$ cat config.mk
export PLATFORM = sky130hd
export DESIGN_NAME = aip_top
export DESIGN_NICKNAME = d
export VERILOG_FILES = /design/src/hdl/aip_pkg.sv /design/src/hdl/aip_top.sv /design/src/hdl/aip_fifo.sv /design/src/hdl/aip_sample_filter.sv
export SDC_FILE = /design/constraint.sdc
export NUM_CORES = 2
export LEC_CHECK = 0
export BUFFER_PORTS_ARGS = -buffer_cell sky130_fd_sc_hd__buf_2
export CAP_MARGIN = 20
export CORE_UTILIZATION = 25
export CTS_CLUSTER_DIAMETER = 150
export DETAILED_ROUTE_END_ITERATION = 16
export PLACE_DENSITY = 0.39
export SKIP_CTS_REPAIR_TIMING = 1
export SLEW_MARGIN = 25
export SYNTH_ARGS = -nofsm -noshare
export SYNTH_HDL_FRONTEND = slang
export SYNTH_SLANG_ARGS = --single-unit
export TNS_END_PERCENT = 100
$ cat constraint.sdc
create_clock -name REF_CLK_I -period 26 [get_ports REF_CLK_I]
set_input_delay 2.6 -clock REF_CLK_I [delete_from_list [all_inputs] [get_ports REF_CLK_I]]
set_output_delay 2.6 -clock REF_CLK_I [all_outputs]
set_load 0.01 [all_outputs]
$ cat src/hdl/aip_pkg.sv
// aip_pkg: register map, mode bits, status layout and timing constants
// for the analog input post-processing block; shared by aip_top, aip_sample_filter and the testbench.
package aip_pkg;
	// register addresses (6-bit register number space)
	localparam logic [5:0]  ADDR_CODE_WORD   = 6'h1F;
	localparam logic [5:0]  ADDR_MODE        = 6'h20;
	localparam logic [5:0]  ADDR_USER_OFFSET = 6'h21;
	localparam logic [5:0]  ADDR_USER_GAIN   = 6'h22;
	localparam logic [5:0]  ADDR_LIMIT1      = 6'h23;
	localparam logic [5:0]  ADDR_LIMIT2      = 6'h24;
	localparam logic [5:0]  ADDR_FILTER      = 6'h25;
	// reset values and the unlock code word
	localparam logic [15:0] MODE_RESET       = 16'h1106;
	localparam logic [15:0] USER_OFFSET_RST  = 16'h0000;
	localparam logic [15:0] USER_GAIN_RST    = 16'h0100;
	localparam logic [15:0] LIMIT_RST        = 16'h0000;
	localparam logic [15:0] FILTER_RESET     = 16'h0000;
	localparam logic [15:0] CODE_WORD        = 16'h1235;
	// operation-mode bit positions
	localparam int MB_USER_SCALE   = 0;
	localparam int MB_MFR_SCALE    = 1;
	localparam int MB_WATCHDOG     = 2;
	localparam int MB_SIGN_MAG     = 3;
	localparam int MB_LOW_STATUS   = 4;
	localparam int MB_RANGE_PROT   = 8;
	localparam int MB_LIMIT1       = 9;
	localparam int MB_LIMIT2       = 10;
	localparam int FILTER_ENABLE_BIT = 11;
	// fixed scaling and range constants
	localparam logic [15:0] MFR_GAIN          = 16'h2002;
	localparam logic [15:0] MFR_OFFSET        = 16'h0000;
	localparam int          MFR_SHIFT         = 10;
	localparam int          USER_SHIFT        = 8;
	localparam logic [15:0] UPPER_RANGE_LIMIT = 16'h0FFF;
	localparam logic [15:0] LOWER_RANGE_LIMIT = 16'h0000;
	// filter codes
	localparam logic [15:0] FILT_FIR2   = 16'h0000;
	localparam logic [15:0] FILT_IIR_LO = 16'h0100;
	localparam logic [15:0] FILT_IIR_HI = 16'h0700;
	localparam logic [15:0] FILT_AVG50  = 16'h1000;
	localparam logic [15:0] FILT_AVG60  = 16'h2000;
	localparam int          AVG_LEN     = 16;
	// status byte bit positions
	localparam int ST_UNDER = 0;
	localparam int ST_OVER  = 1;
	localparam int ST_LIM1  = 2;
	localparam int ST_LIM2  = 4;
	localparam int ST_ERROR = 6;
	// timing
	localparam int CLK_PERIOD_PS = 4000;
	localparam int CONV_TIME_US  = 2500;
	// divide before the last scaling step so the product stays inside 32 bits
	localparam int CONV_CYCLES   = CONV_TIME_US * 1000 / CLK_PERIOD_PS * 1000;
	localparam int WDOG_TIME_MS  = 100;
	localparam int WDOG_CYCLES   = WDOG_TIME_MS * 1000 * 1000 / CLK_PERIOD_PS * 1000;
	localparam int FIFO_DEPTH    = 4;
	localparam int FIFO_WIDTH    = 24;
endpackage : aip_pkg

$ cat src/hdl/aip_top.sv
// aip_top: post-processing of one analog input channel: scaling, range
// clamp, filter, limit compare and output formatting, plus its registers.
// assumes ADC samples, register requests and the process-data sink all
// run on REF_CLK_I; the ADC converts when CONV_START_O pulses.
`timescale 1ns/1ps
module aip_top
	import aip_pkg::*;
#(
	parameter int CONV_CYC = CONV_CYCLES,
	parameter int WDOG_CYC = WDOG_CYCLES
) (
	input  wire logic        REF_CLK_I,
	input  wire logic        SYS_RST_I,
	input  wire logic [15:0] ADC_DATA_I,
	input  wire logic        ADC_VALID_I,
	output logic             ADC_READY_O,
	output logic             CONV_START_O,
	input  wire logic [5:0]  REG_ADDR_I,
	input  wire logic [15:0] REG_WDATA_I,
	input  wire logic        REG_WR_I,
	input  wire logic        REG_RD_I,
	output logic [15:0]      REG_RDATA_O,
	output logic             REG_ACK_O,
	output logic [15:0]      PD_DATA_O,
	output logic [7:0]       PD_STATUS_O,
	output logic             PD_VALID_O,
	input  wire logic        PD_READY_I
);
	// straight line y = g*x/2^sh + b, saturated to 16 signed bits
	function automatic logic signed [15:0] aip_line(
		input logic signed [15:0] x,
		input logic signed [15:0] g,
		input logic signed [15:0] b,
		input int                 sh
	);
		logic signed [31:0] p;
		logic signed [32:0] s;
		p = x * g;
		s = 33'(p >>> sh) + 33'(b);
		if (s > 33'sd32767)
			aip_line = 16'sh7FFF;
		else if (s < -33'sd32768)
			aip_line = 16'sh8000;
		else
			aip_line = s[15:0];
	endfunction : aip_line

	// limit compare: 00 off, 01 below, 10 above, 11 equal
	function automatic logic [1:0] aip_cmp(
		input logic signed [15:0] v,
		input logic signed [15:0] lim,
		input logic               en
	);
		if (!en)
			aip_cmp = 2'b00;
		else if (v < lim)
			aip_cmp = 2'b01;
		else if (v > lim)
			aip_cmp = 2'b10;
		else
			aip_cmp = 2'b11;
	endfunction : aip_cmp

	logic [15:0]        mode_reg, code_word_reg, filter_reg;
	logic signed [15:0] user_offset_reg, user_gain_term_reg;
	logic signed [15:0] limit1_reg, limit2_reg;
	logic [31:0]        conv_cnt_reg, wdog_cnt_reg;
	logic               wdog_err_reg;
	logic               s_vld_reg, s_over_reg, s_under_reg, s_wdog_reg;
	logic signed [15:0] s_data_reg;
	logic               f_over_reg, f_under_reg, f_wdog_reg;
	logic               f_vld;
	logic signed [15:0] f_data;
	logic               fifo_out_valid;
	logic [23:0]        fifo_out_data;
	logic [2:0]         fifo_count;
	logic               fifo_in_ready;

	// register access decode
	wire unlocked  = code_word_reg == CODE_WORD;
	wire user_area = REG_ADDR_I >= ADDR_MODE && REG_ADDR_I <= ADDR_FILTER;
	wire user_wr   = REG_WR_I && unlocked && user_area;
	wire cw_wr     = REG_WR_I && REG_ADDR_I == ADDR_CODE_WORD;
	wire [15:0] rd_mux =
		(REG_ADDR_I == ADDR_CODE_WORD)   ? (unlocked ? code_word_reg : 16'h0000) :
		(REG_ADDR_I == ADDR_MODE)        ? mode_reg :
		(REG_ADDR_I == ADDR_USER_OFFSET) ? user_offset_reg :
		(REG_ADDR_I == ADDR_USER_GAIN)   ? user_gain_term_reg :
		(REG_ADDR_I == ADDR_LIMIT1)      ? limit1_reg :
		(REG_ADDR_I == ADDR_LIMIT2)      ? limit2_reg :
		(REG_ADDR_I == ADDR_FILTER)      ? filter_reg : 16'h0000;

	// register file; reserved mode bits are stored as written
	always_ff @(posedge REF_CLK_I or posedge SYS_RST_I)
	begin
		if (SYS_RST_I)
		begin
			mode_reg           <= MODE_RESET;
			user_offset_reg    <= USER_OFFSET_RST;
			user_gain_term_reg <= USER_GAIN_RST;
			limit1_reg         <= LIMIT_RST;
			limit2_reg         <= LIMIT_RST;
			filter_reg         <= FILTER_RESET;
			code_word_reg      <= 16'h0000;
		end
		else
		begin
			if (cw_wr)
				code_word_reg <= REG_WDATA_I;
			if (user_wr && REG_ADDR_I == ADDR_MODE)
				mode_reg <= REG_WDATA_I;
			if (user_wr && REG_ADDR_I == ADDR_USER_OFFSET)
				user_offset_reg <= REG_WDATA_I;
			if (user_wr && REG_ADDR_I == ADDR_USER_GAIN)
				user_gain_term_reg <= REG_WDATA_I;
			if (user_wr && REG_ADDR_I == ADDR_LIMIT1)
				limit1_reg <= REG_WDATA_I;
			if (user_wr && REG_ADDR_I == ADDR_LIMIT2)
				limit2_reg <= REG_WDATA_I;
			if (user_wr && REG_ADDR_I == ADDR_FILTER)
				filter_reg <= REG_WDATA_I;
		end
	end

	// every request is acknowledged next cycle, even a refused write
	always_ff @(posedge REF_CLK_I or posedge SYS_RST_I)
	begin
		if (SYS_RST_I)
		begin
			REG_ACK_O   <= 1'b0;
			REG_RDATA_O <= 16'h0000;
		end
		else
		begin
			REG_ACK_O <= REG_WR_I || REG_RD_I;
			if (REG_RD_I)
				REG_RDATA_O <= rd_mux;
		end
	end

	// conversion pacing; single channel, so it is its own notch timebase
	always_ff @(posedge REF_CLK_I or posedge SYS_RST_I)
	begin
		if (SYS_RST_I)
		begin
			conv_cnt_reg <= '0;
			CONV_START_O <= 1'b0;
		end
		else
		begin
			CONV_START_O <= conv_cnt_reg == 32'(CONV_CYC - 1);
			conv_cnt_reg <= (conv_cnt_reg == 32'(CONV_CYC - 1)) ? '0 : conv_cnt_reg + 32'd1;
		end
	end

	// sample path front: manufacturer line, user line, range clamp
	wire adc_take = ADC_VALID_I && ADC_READY_O;
	wire signed [15:0] adc_x = ADC_DATA_I;
	wire signed [15:0] mfr_y = mode_reg[MB_MFR_SCALE] ?
		aip_line(adc_x, MFR_GAIN, MFR_OFFSET, MFR_SHIFT) : adc_x;
	wire signed [15:0] user_y = mode_reg[MB_USER_SCALE] ?
		aip_line(mfr_y, user_gain_term_reg, user_offset_reg, USER_SHIFT) : mfr_y;
	wire over_rng  = mode_reg[MB_RANGE_PROT] && user_y > $signed(UPPER_RANGE_LIMIT);
	wire under_rng = mode_reg[MB_RANGE_PROT] && user_y < $signed(LOWER_RANGE_LIMIT);
	wire signed [15:0] clamp_y = over_rng ? UPPER_RANGE_LIMIT :
		under_rng ? LOWER_RANGE_LIMIT : user_y;

	// stage register before the filter
	always_ff @(posedge REF_CLK_I or posedge SYS_RST_I)
	begin
		if (SYS_RST_I)
		begin
			s_vld_reg   <= 1'b0;
			s_data_reg  <= '0;
			s_over_reg  <= 1'b0;
			s_under_reg <= 1'b0;
			f_over_reg  <= 1'b0;
			f_under_reg <= 1'b0;
			s_wdog_reg  <= 1'b0;
			f_wdog_reg  <= 1'b0;
		end
		else
		begin
			s_vld_reg <= adc_take;
			if (adc_take)
			begin
				s_data_reg  <= clamp_y;
				s_over_reg  <= over_rng;
				s_under_reg <= under_rng;
				s_wdog_reg  <= wdog_err_reg;
			end
			// range flags ride alongside the one-cycle filter latency
			if (s_vld_reg)
			begin
				f_over_reg  <= s_over_reg;
				f_under_reg <= s_under_reg;
				f_wdog_reg  <= s_wdog_reg;
			end
		end
	end

	aip_sample_filter u_filt (
		.clk_i       (REF_CLK_I),
		.rst_i       (SYS_RST_I),
		.in_valid_i  (s_vld_reg),
		.in_data_i   (s_data_reg),
		.enable_i    (mode_reg[FILTER_ENABLE_BIT]),
		.code_i      (filter_reg),
		.out_valid_o (f_vld),
		.out_data_o  (f_data)
	);

	// watchdog: flags an error when samples stop arriving
	always_ff @(posedge REF_CLK_I or posedge SYS_RST_I)
	begin
		if (SYS_RST_I)
		begin
			wdog_cnt_reg <= '0;
			wdog_err_reg <= 1'b0;
		end
		else if (!mode_reg[MB_WATCHDOG] || adc_take)
		begin
			wdog_cnt_reg <= '0;
			wdog_err_reg <= 1'b0;
		end
		else if (wdog_cnt_reg == 32'(WDOG_CYC - 1))
			wdog_err_reg <= 1'b1;
		else
			wdog_cnt_reg <= wdog_cnt_reg + 32'd1;
	end

	// output formatting and status byte
	wire [1:0] lim1_st = aip_cmp(f_data, limit1_reg, mode_reg[MB_LIMIT1]);
	wire [1:0] lim2_st = aip_cmp(f_data, limit2_reg, mode_reg[MB_LIMIT2]);
	// the late sample carries the error, since its own take clears the flag
	wire [7:0] status = {1'b0, f_wdog_reg, lim2_st, lim1_st, f_over_reg, f_under_reg};
	// -32768 has no magnitude form; it saturates to full negative scale
	wire [15:0] mag    = (f_data == 16'sh8000) ? 16'h7FFF : 16'(-f_data);
	wire [15:0] sm_y   = (mode_reg[MB_SIGN_MAG] && f_data[15]) ?
		{1'b1, mag[14:0]} : f_data;
	// controller programs user terms for this format's scaling
	wire [15:0] fmt_y  = mode_reg[MB_LOW_STATUS] ?
		{sm_y[15:3], 2'b00, f_over_reg} : sm_y;

	// room is reserved for samples already in flight so none is lost
	wire [3:0] occupied = 4'(fifo_count) + 4'(s_vld_reg) + 4'(f_vld) + 4'(adc_take);
	always_ff @(posedge REF_CLK_I or posedge SYS_RST_I)
	begin
		if (SYS_RST_I)
			ADC_READY_O <= 1'b0;
		else
			ADC_READY_O <= occupied < 4'(FIFO_DEPTH);
	end

	aip_fifo #(
		.W (FIFO_WIDTH),
		.D (FIFO_DEPTH)
	) u_fifo (
		.clk_i       (REF_CLK_I),
		.rst_i       (SYS_RST_I),
		.in_valid_i  (f_vld),
		.in_ready_o  (fifo_in_ready),
		.in_data_i   ({status, fmt_y}),
		.out_valid_o (fifo_out_valid),
		.out_ready_i (!PD_VALID_O || PD_READY_I),
		.out_data_o  (fifo_out_data),
		.count_o     (fifo_count)
	);

	// output holding register keeps the ports straight from flops
	always_ff @(posedge REF_CLK_I or posedge SYS_RST_I)
	begin
		if (SYS_RST_I)
		begin
			PD_VALID_O  <= 1'b0;
			PD_DATA_O   <= 16'h0000;
			PD_STATUS_O <= 8'h00;
		end
		else if (!PD_VALID_O || PD_READY_I)
		begin
			PD_VALID_O  <= fifo_out_valid;
			PD_DATA_O   <= fifo_out_data[15:0];
			PD_STATUS_O <= fifo_out_data[23:16];
		end
	end
endmodule : aip_top

$ cat src/hdl/aip_fifo.sv
// aip_fifo: small synchronous FIFO with valid/ready on both sides.
// assumes one clock; count is exposed so the source can reserve room.
`timescale 1ns/1ps
module aip_fifo #(
	parameter int W = 24,
	parameter int D = 4
) (
	input  wire logic         clk_i,
	input  wire logic         rst_i,
	input  wire logic         in_valid_i,
	output logic              in_ready_o,
	input  wire logic [W-1:0] in_data_i,
	output logic              out_valid_o,
	input  wire logic         out_ready_i,
	output logic [W-1:0]      out_data_o,
	output logic [$clog2(D):0] count_o
);
	localparam int         AW = $clog2(D);
	logic [W-1:0]          mem [D];
	logic [$clog2(D)-1:0]  wr_ptr_reg;
	logic [$clog2(D)-1:0]  rd_ptr_reg;
	logic [$clog2(D):0]    count_reg;
	wire                   push = in_valid_i && in_ready_o;
	wire                   pop  = out_valid_o && out_ready_i;

	// honest flags straight from the occupancy count
	assign in_ready_o  = count_reg < ($clog2(D)+1)'(D);
	assign out_valid_o = count_reg != '0;
	assign out_data_o  = mem[rd_ptr_reg];
	assign count_o     = count_reg;

	// storage needs no reset: empty slots are never read out
	always_ff @(posedge clk_i)
	begin
		if (push)
			mem[wr_ptr_reg] <= in_data_i;
	end

	// pointers wrap naturally because the depth is a power of two
	always_ff @(posedge clk_i or posedge rst_i)
	begin
		if (rst_i)
		begin
			wr_ptr_reg <= '0;
			rd_ptr_reg <= '0;
			count_reg  <= '0;
		end
		else
		begin
			wr_ptr_reg <= wr_ptr_reg + AW'(push);
			rd_ptr_reg <= rd_ptr_reg + AW'(pop);
			count_reg  <= count_reg + (AW+1)'(push) - (AW+1)'(pop);
		end
	end
endmodule : aip_fifo

$ cat src/hdl/aip_sample_filter.sv
// aip_sample_filter: selectable FIR / IIR / 16-value averaging filter.
// one sample in, one sample out exactly one clock later.
`timescale 1ns/1ps
module aip_sample_filter
	import aip_pkg::*;
(
	input  wire logic               clk_i,
	input  wire logic               rst_i,
	input  wire logic               in_valid_i,
	input  wire logic signed [15:0] in_data_i,
	input  wire logic               enable_i,
	input  wire logic [15:0]        code_i,
	output logic                    out_valid_o,
	output logic signed [15:0]      out_data_o
);
	logic signed [15:0] x1_reg, x2_reg, iir_reg;
	logic signed [15:0] hist [AVG_LEN];
	logic [3:0]         idx_reg;
	logic signed [19:0] sum_reg;

	// code decode
	wire is_fir = code_i == FILT_FIR2;
	wire is_iir = code_i >= FILT_IIR_LO && code_i <= FILT_IIR_HI && code_i[7:0] == 8'h00;
	wire is_avg = code_i == FILT_AVG50 || code_i == FILT_AVG60;
	// longer shift means lower cut-off; 1 kHz .. 1 Hz map to shifts 1..9
	wire [3:0] iir_k = (code_i[10:8] == 3'd7) ? 4'd9 : 4'({1'b0, code_i[10:8]}) + 4'd0;
	wire signed [17:0] fir_y = 18'(in_data_i) + 18'(x1_reg) * 18'sd2 + 18'(x2_reg);
	wire signed [16:0] iir_d = 17'(in_data_i) - 17'(iir_reg);
	wire signed [15:0] iir_y = iir_reg + 16'(iir_d >>> iir_k);
	wire signed [19:0] sum_y = sum_reg + 20'(in_data_i) - 20'(hist[idx_reg]);
	wire signed [15:0] filt_y = !enable_i ? in_data_i :
		is_fir ? 16'(fir_y >>> 2) :
		is_iir ? iir_y :
		is_avg ? 16'(sum_y >>> 4) : in_data_i;

	// history and state update on every accepted sample
	always_ff @(posedge clk_i or posedge rst_i)
	begin
		if (rst_i)
		begin
			x1_reg      <= '0;
			x2_reg      <= '0;
			iir_reg     <= '0;
			idx_reg     <= '0;
			sum_reg     <= '0;
			out_valid_o <= 1'b0;
			out_data_o  <= '0;
		end
		else
		begin
			out_valid_o <= in_valid_i;
			if (in_valid_i)
			begin
				x1_reg     <= in_data_i;
				x2_reg     <= x1_reg;
				iir_reg    <= iir_y;
				sum_reg    <= sum_y;
				idx_reg    <= idx_reg + 4'd1;
				out_data_o <= filt_y;
			end
		end
	end

	// averaging window; cleared by reset so the first sums are defined
	always_ff @(posedge clk_i or posedge rst_i)
	begin
		if (rst_i)
			hist <= '{default: '0};
		else if (in_valid_i)
			hist[idx_reg] <= in_data_i;
	end
endmodule : aip_sample_filter

Word level (Yosys, flattened, before mapping)
Memories as Yosys holds them, arrays and structs flattened. A register that Yosys moved wholly into a read port is not among the register bits.
Index checks and enable logic that the tools add are counted.
- logic and storage cells: 178
- input port bits: 44
- register bits after elaboration: 580
- bits in writable memories: 92
- memories: 1
- memories (name ; depth ; bits a word ; rd ports ; clocked after memory_dff ; write ports ; line ; RTL):
    u_fifo.mem ; 4 ; 23 ; 1 ; 1 ; 1 ; aip_fifo.sv:19 ; logic [W-1:0] mem [D];
- multipliers: 2
- muxes and demuxes: 43
- reductions and logical operators: 29
- equal/unequal tests: 15
- shift operators: 1
- add/sub/neg operators: 18
- order comparisons: 18
- bitwise logic cells: 1
- operators with widths (cell ; number):
    $mux 16 ; 24
    $bwmux 256 ; 1
    $mux 32 ; 3
    $add 32x1->32 const B ; 2
    $bmux 16 s4 ; 1
    $demux 16 s4 ; 1
    $eq 6x6->1 const B ; 6
    $eq 16x13->1 const B ; 2
    $eq 32x20->1 const B ; 1
    $eq 32x25->1 const B ; 1
    $gt 16x16->1 ; 2
    $lt 16x16->1 ; 2
    $mul 16x16->32 ; 1
    $mul 16x14->30 const B ; 1
    $add 24x16->25 ; 1
    $gt 25x16->1 const B ; 1
    $lt 25x16->1 const B ; 1
    $gt 21x16->1 const B ; 1
    $lt 21x16->1 const B ; 1
    $add 20x16->20 ; 1
    $sub 20x16->20 ; 1
    $logic_and 1x1->1 ; 19
    $add 16x17->18 ; 1
    $add 18x16->18 ; 1
    37 further kinds ; 51

Longest topological paths before layout
- depth in word-level cells: 15
- gate-level depth with buffers: 56
- mapped depth without buffers: 53

Modules after synthesis
From an unflattened synthesis, not the netlist that was laid out.
- cells, all modules: 4660
- area total of the unflattened synthesis: 47931.0 µm²
- by module, submodules not included (module ; times used ; cells an instance ; sequential area each (µm²) ; area an instance (µm²)):
    aip_top ; 1 ; 2626 ; 6112.1 ; 24497.2
    aip_sample_filter ; 1 ; 1875 ; 8633.3 ; 19562.5
    aip_fifo ; 1 ; 159 ; 3057.9 ; 3871.2

Worst setup path after synthesis
OpenSTA, ideal clock, no wires.
- path type: input to register
- start point: input ADC_DATA_I[1]
- end point: register s_data_reg[1]
- library setup time: 0.135 ns
- arrival time: 13.837 ns
- buffers on the path: 4
- path slack: 12.028 ns
- required time: 25.865 ns
- stages on the path: 53
- cells stage by stage: ha_1 ha_1 inv_1 fa_1 nand2b_1 a21oi_1 o22a_1 a31oi_1 xor2_1 nor4_1 or2_2 clkbuf_1 a21oi_1 a21oi_1 clkbuf_1 nand2_1 fa_1 inv_1 [17 not listed] o21ba_2 o21bai_1 xor2_1 ha_1 clkbuf_1 a21o_1 a31oi_1 o21ai_0 or3_1 a211oi_1 a211oi_1 nor4_1 and3_1 a41oi_2 o31a_1 o31ai_4 buf_4 o31ai_1
- longest elaborated chain between the ends: 15
- RTL lines (element ; line ; RTL):
    from (decl) ; aip_top.sv:14 ; input wire logic [15:0] ADC_DATA_I,
    $mul 16x14->30 ; aip_top.sv:38 ; p = x * g;
    $lt 21x16->1 ; aip_top.sv:42 ; else if (s < -33'sd32768)
    $mux 16 ; aip_top.sv:42 ;
    $mux 16 ; aip_top.sv:40 ; if (s > 33'sd32767)
    $mux 16 * ; aip_top.sv:159 ; wire signed [15:0] mfr_y = mode_reg[MB_MFR_SCALE] ?
    $mul 16x16->32 ; aip_top.sv:38 ;
    $add 24x16->25 ; aip_top.sv:39 ; s = 33'(p >>> sh) + 33'(b);
    $lt 25x16->1 ; aip_top.sv:42 ;
    $mux 16 ; aip_top.sv:42 ;
    $mux 16 ; aip_top.sv:40 ;
    $mux 16 * ; aip_top.sv:161 ; wire signed [15:0] user_y = mode_reg[MB_USER_SCALE] ?
    $lt 16x1->1 ; aip_top.sv:164 ; wire under_rng = mode_reg[MB_RANGE_PROT] && user_y < $signed(LOWER_RANGE_LIMIT);
    $logic_and 1x1->1 ; aip_top.sv:164 ;
    $mux 16 ; aip_top.sv:166 ; under_rng ? LOWER_RANGE_LIMIT : user_y;
    $mux 16 * ; aip_top.sv:165 ; wire signed [15:0] clamp_y = over_rng ? UPPER_RANGE_LIMIT :
    to (signal assigned) ; aip_top.sv:187 ; s_data_reg <= clamp_y;
    to (decl) ; aip_top.sv:70 ; logic signed [15:0] s_data_reg;
Mark *: on every way between the ends. The rest lies on a longest branch, timed or not.
A chain may end at the register's enable or synchronous reset.

Worst setup path in the final report
- start point: input ADC_DATA_I[15]
- end point: register s_data_reg[2]
The elaborated chain is that of the path after synthesis.

==> results.txt <==
----------------------------------------------------
[Logic synthesis]
  Gate count after technology mapping ... 4596
  Count of different cell masters after synthesis ... 87
  Adder and majority gate portion of the synthesized area ... 19.4%
  Synth Warn # ... 0
  Mapped Nets ... 5188
  Cell accounting for the most synthesized area ... dfrtp_1
  Xor/xnor share of the synthesized area ... 3.64%
  Post-synth ARST share ... 86.6%
  Sequential cell area fraction in the yosys report ... 37.5%
  Prevailing post-synth register cell ... dfrtp_1
  Largest family of logic cells by synthesized area ... adder cells
  Compound-cell area share of the yosys netlist ... 11.2%
  Total standard cell area after synthesis ... 0.0471 mm^2
  Number of flip-flops and latches in the synthesized netlist ... 687
  Post-synthesis simple-gate area fraction ... 12.0%
  EDFF count, synth ... 92
  Synth top area share ... 31.3%
  Proportion of synthesized area in mux cells ... 10.5%
  Mean instance size in the synthesized netlist ... 10.3 um^2
  Area contributors post-synth ... dfrtp_1, fa_1, ha_1

[Floorplan]
  Number of core rows ... 158
  DIE AREA ... 0.190 mm^2
  Die span in x ... 436 um
  # IOs ... 88
  Height of the chip ... 436 um
  Starting density of the core ... 25.3%
  Core region area ... 0.186 mm^2

[Final layout]
  Top flop regs ... u_filt.hist (256), u_fifo.mem (92)
  Area occupied by registers ... 0.0177 mm^2
  Most frequent cells in the layout ... dfrtp_1, nand2_1, inv_1
  Final #Nets ... 5230
  Final core utilization ... 28.8%
  Max reg flops ... 256
  Commonest non-fill, non-tap cell in the layout ... dfrtp_1
  Area added between synthesis and finish ... 13.8%
  Total area of multi-input combinational cells ... 0.0268 mm^2
  Layout cells sized above 1 ... 14.5%
  Number of filler cells placed in the layout ... 19471
  Largest Register ... u_filt.hist

[Power]
  Static leakage ... 24.1 nW
  Power per unit of standard cell area ... 115 mW/mm^2
  Worst voltage drop across the vdd grid ... 0.0000854 V

[GRT]
  Via count of the first global-routing pass ... 35126
  Leftover overflow at the end of global routing ... 0
  Number of antenna violations at the first check in global routing ... 6
  Combined global-route utilization of all metal layers ... 15.4%
  First-pass GRT wire length ... 225000 um
  Largest net degree at the start of global routing ... 168

[Clocking]
  Clock buffers created by TritonCTS ... 89
  Clock latency on the worst-skew pair ... 710 ps
  Clock transition at the register clock pins on the worst setup and hold paths after CTS ... 60 ps
  Clock sink count ... 687
  TritonCTS clock tree ... yes
  H-tree Lvls ... 3
  Number of buffers between clock root and the deepest sink ... 3
  Library cell used as clock root buffer ... clkbuf_16

[Timing]
  Final critical path time including I/O delays and setup ... 15060 ps
  Setup violations, final ... 0
  RSZ-0062 raised after global routing ... no
  Final hold violation count ... 0
  Highest attainable clock frequency ... 0.0664 GHz
  Worst-margin pin slew ... 1060 ps
  Count of final max-slew check failures ... 0
  Worst max-slew margin expressed relative to the limit ... 29.0%
  Setup_tns ... 0 ps
  Tightest hold margin ... 456 ps
  Post-route clock period utilization ... 57.9%
  Post-route clock skew ... 57.5 ps

[Setup path]
  Minimum setup slack among reg-to-reg paths ... 14460 ps
  Startpoint types ... input pin
  Kind of capture point of the worst setup path ... register
  Longest individual stage delay on the worst path ... 620 ps
  Critical Path Fanout Max ... 16
  Data arrival time at the worst-slack endpoint ... 15610 ps
  Data required time at the worst endpoint ... 26540 ps
  Launching point of the worst reg2reg path ... mode_reg[1]$_DFFE_PP1P_
  CP max stage cell ... a21oi_1
  Worst setup startpoint ... ADC_DATA_I[15]
  Category of the most critical setup path ... in -> reg

[Drt]
  Average wire per cell in the routed design ... 20.2 um
  Routed Wire Length ... 145000 um
  DRC violation count after routing ... 0
  Number of DRC markers after the initial detailed-route iteration ... 1909
  Total vias in the final route ... 33136
  Ratio of routed vias to standard cells ... 4.61
  Total iterations of the first detailed-routing run ... 5
  Number of antenna-violating nets in the routed design ... 0

[Placement]
  Routability cong. ... 0.828
  Buffers on Ports ... 86
  Post-detailed-placement half-perimeter wirelength ... 105000 um

[Flow run]
  Number of maximum-capacitance violations ... 0

[Min path]
  Worst Min Path Start ... conv_cnt_reg[0]$_DFF_PP0_
  Hold/Removal Path Class ... reg -> reg

[Run status]
  Status ... finished clean

----------------------------------------------------
==> synthesized netlist by cell type (25+ instances only) <==
| library cell | count |
|---|---|
| mux4_2 | 103 |
| and2_1 | 133 |
| xnor2_1 | 124 |
| mux2_2 | 211 |
| o21ai_0 | 385 |
| nor2_1 | 219 |
| mux2i_1 | 25 |
| clkbuf_1 | 208 |
| nand2b_1 | 31 |
| nand3_1 | 63 |
| fa_1 | 303 |
| dfrtp_1 | 590 |
| nand4_1 | 36 |
| inv_1 | 503 |
| nand2_1 | 570 |
| ha_1 | 245 |
| nor2b_1 | 34 |
| o211ai_1 | 33 |
| xor2_1 | 72 |
| a21o_1 | 46 |
| nor3_1 | 31 |
| edfxtp_1 | 92 |
| and3_1 | 30 |
| a21oi_1 | 188 |
==> layer usage <==
metal | global-route usage, % | vias to the layer above | share of wire [%]
met1 | 21.2 | 16837 | 48
li1 | - | 15676 | -
met3 | 1.80 | 157 | 2.9
met2 | 25.6 | 466 | 47
met5 | 0 | - | 0
met4 | 4.03 | 0 | 2.3
==> stage by stage <==
| stage | area, um^2 | power, mW | instances | setup slack [ps] |
|---|---|---|---|---|
| after floorplan | 47100 | 3.99 | 4596 | 6760 |
| after global placement | 50600 | 5.00 | 7025 | 10430 |
| after global routing | 53600 | 6.72 | 7186 | 9870 |
| after CTS | 53600 | 6.29 | 7184 | 11100 |
| after detailed placement | 50600 | 5.00 | 7025 | 10370 |
| final | 53600 | 6.19 | 7187 | 10940 |
==> path summary, 6_finish.rpt <==
path | to | cells after the start
setup / recovery | s_data_reg[2]$_DFFE_PP0P_ | 48
hold / removal | conv_cnt_reg[0]$_DFF_PP0_ | 1
setup reg to reg | s_data_reg[2]$_DFFE_PP0P_ | 39
hold reg to reg | conv_cnt_reg[0]$_DFF_PP0_ | 1
max in group asynchronous | REG_RDATA_O[14]$_DFFE_PP0P_ | 5
min in group asynchronous | conv_cnt_reg[0]$_DFF_PP0_ | 2
==> layout make-up <==
class,instances,area share [%]
timing repair buffer,182,2.29
inverter,503,3.54
multi-input combinational,3175,50.0
clock inverter,39,0.842
tap,2480,5.79
clock buffer,120,4.59
antenna,1,0.00467
sequential,687,33.0
==> report_power, final <==
group	switching (mW)	leakage (nW)	internal, mW
sequential	0.210	8.38	1.40
combinational	1.95	14.3	1.39
clock	0.516	1.41	0.720
==> critical path: cells and delay by family <==
family / cells / cell delay (ps)
AO/OA/AOI/OAI: 23 / 5760
adder cells (fa/ha/maj): 10 / 4170
buffers and inverters: 3 / 420
XOR/XNOR: 2 / 350
AND/OR/NAND/NOR: 10 / 2330
==> cell families (layout without fill, tap and decap cells) <==
logic type	count (synthesis)	in the layout
simple gates	1226	1226
compound gates	865	865
buf+inv	734	844
flops	687	687
fa+ha+maj	548	548
mux	339	339
xor+xnor	196	196
other cells	1	2
Note: power is estimated with default switching activity, not from simulation.
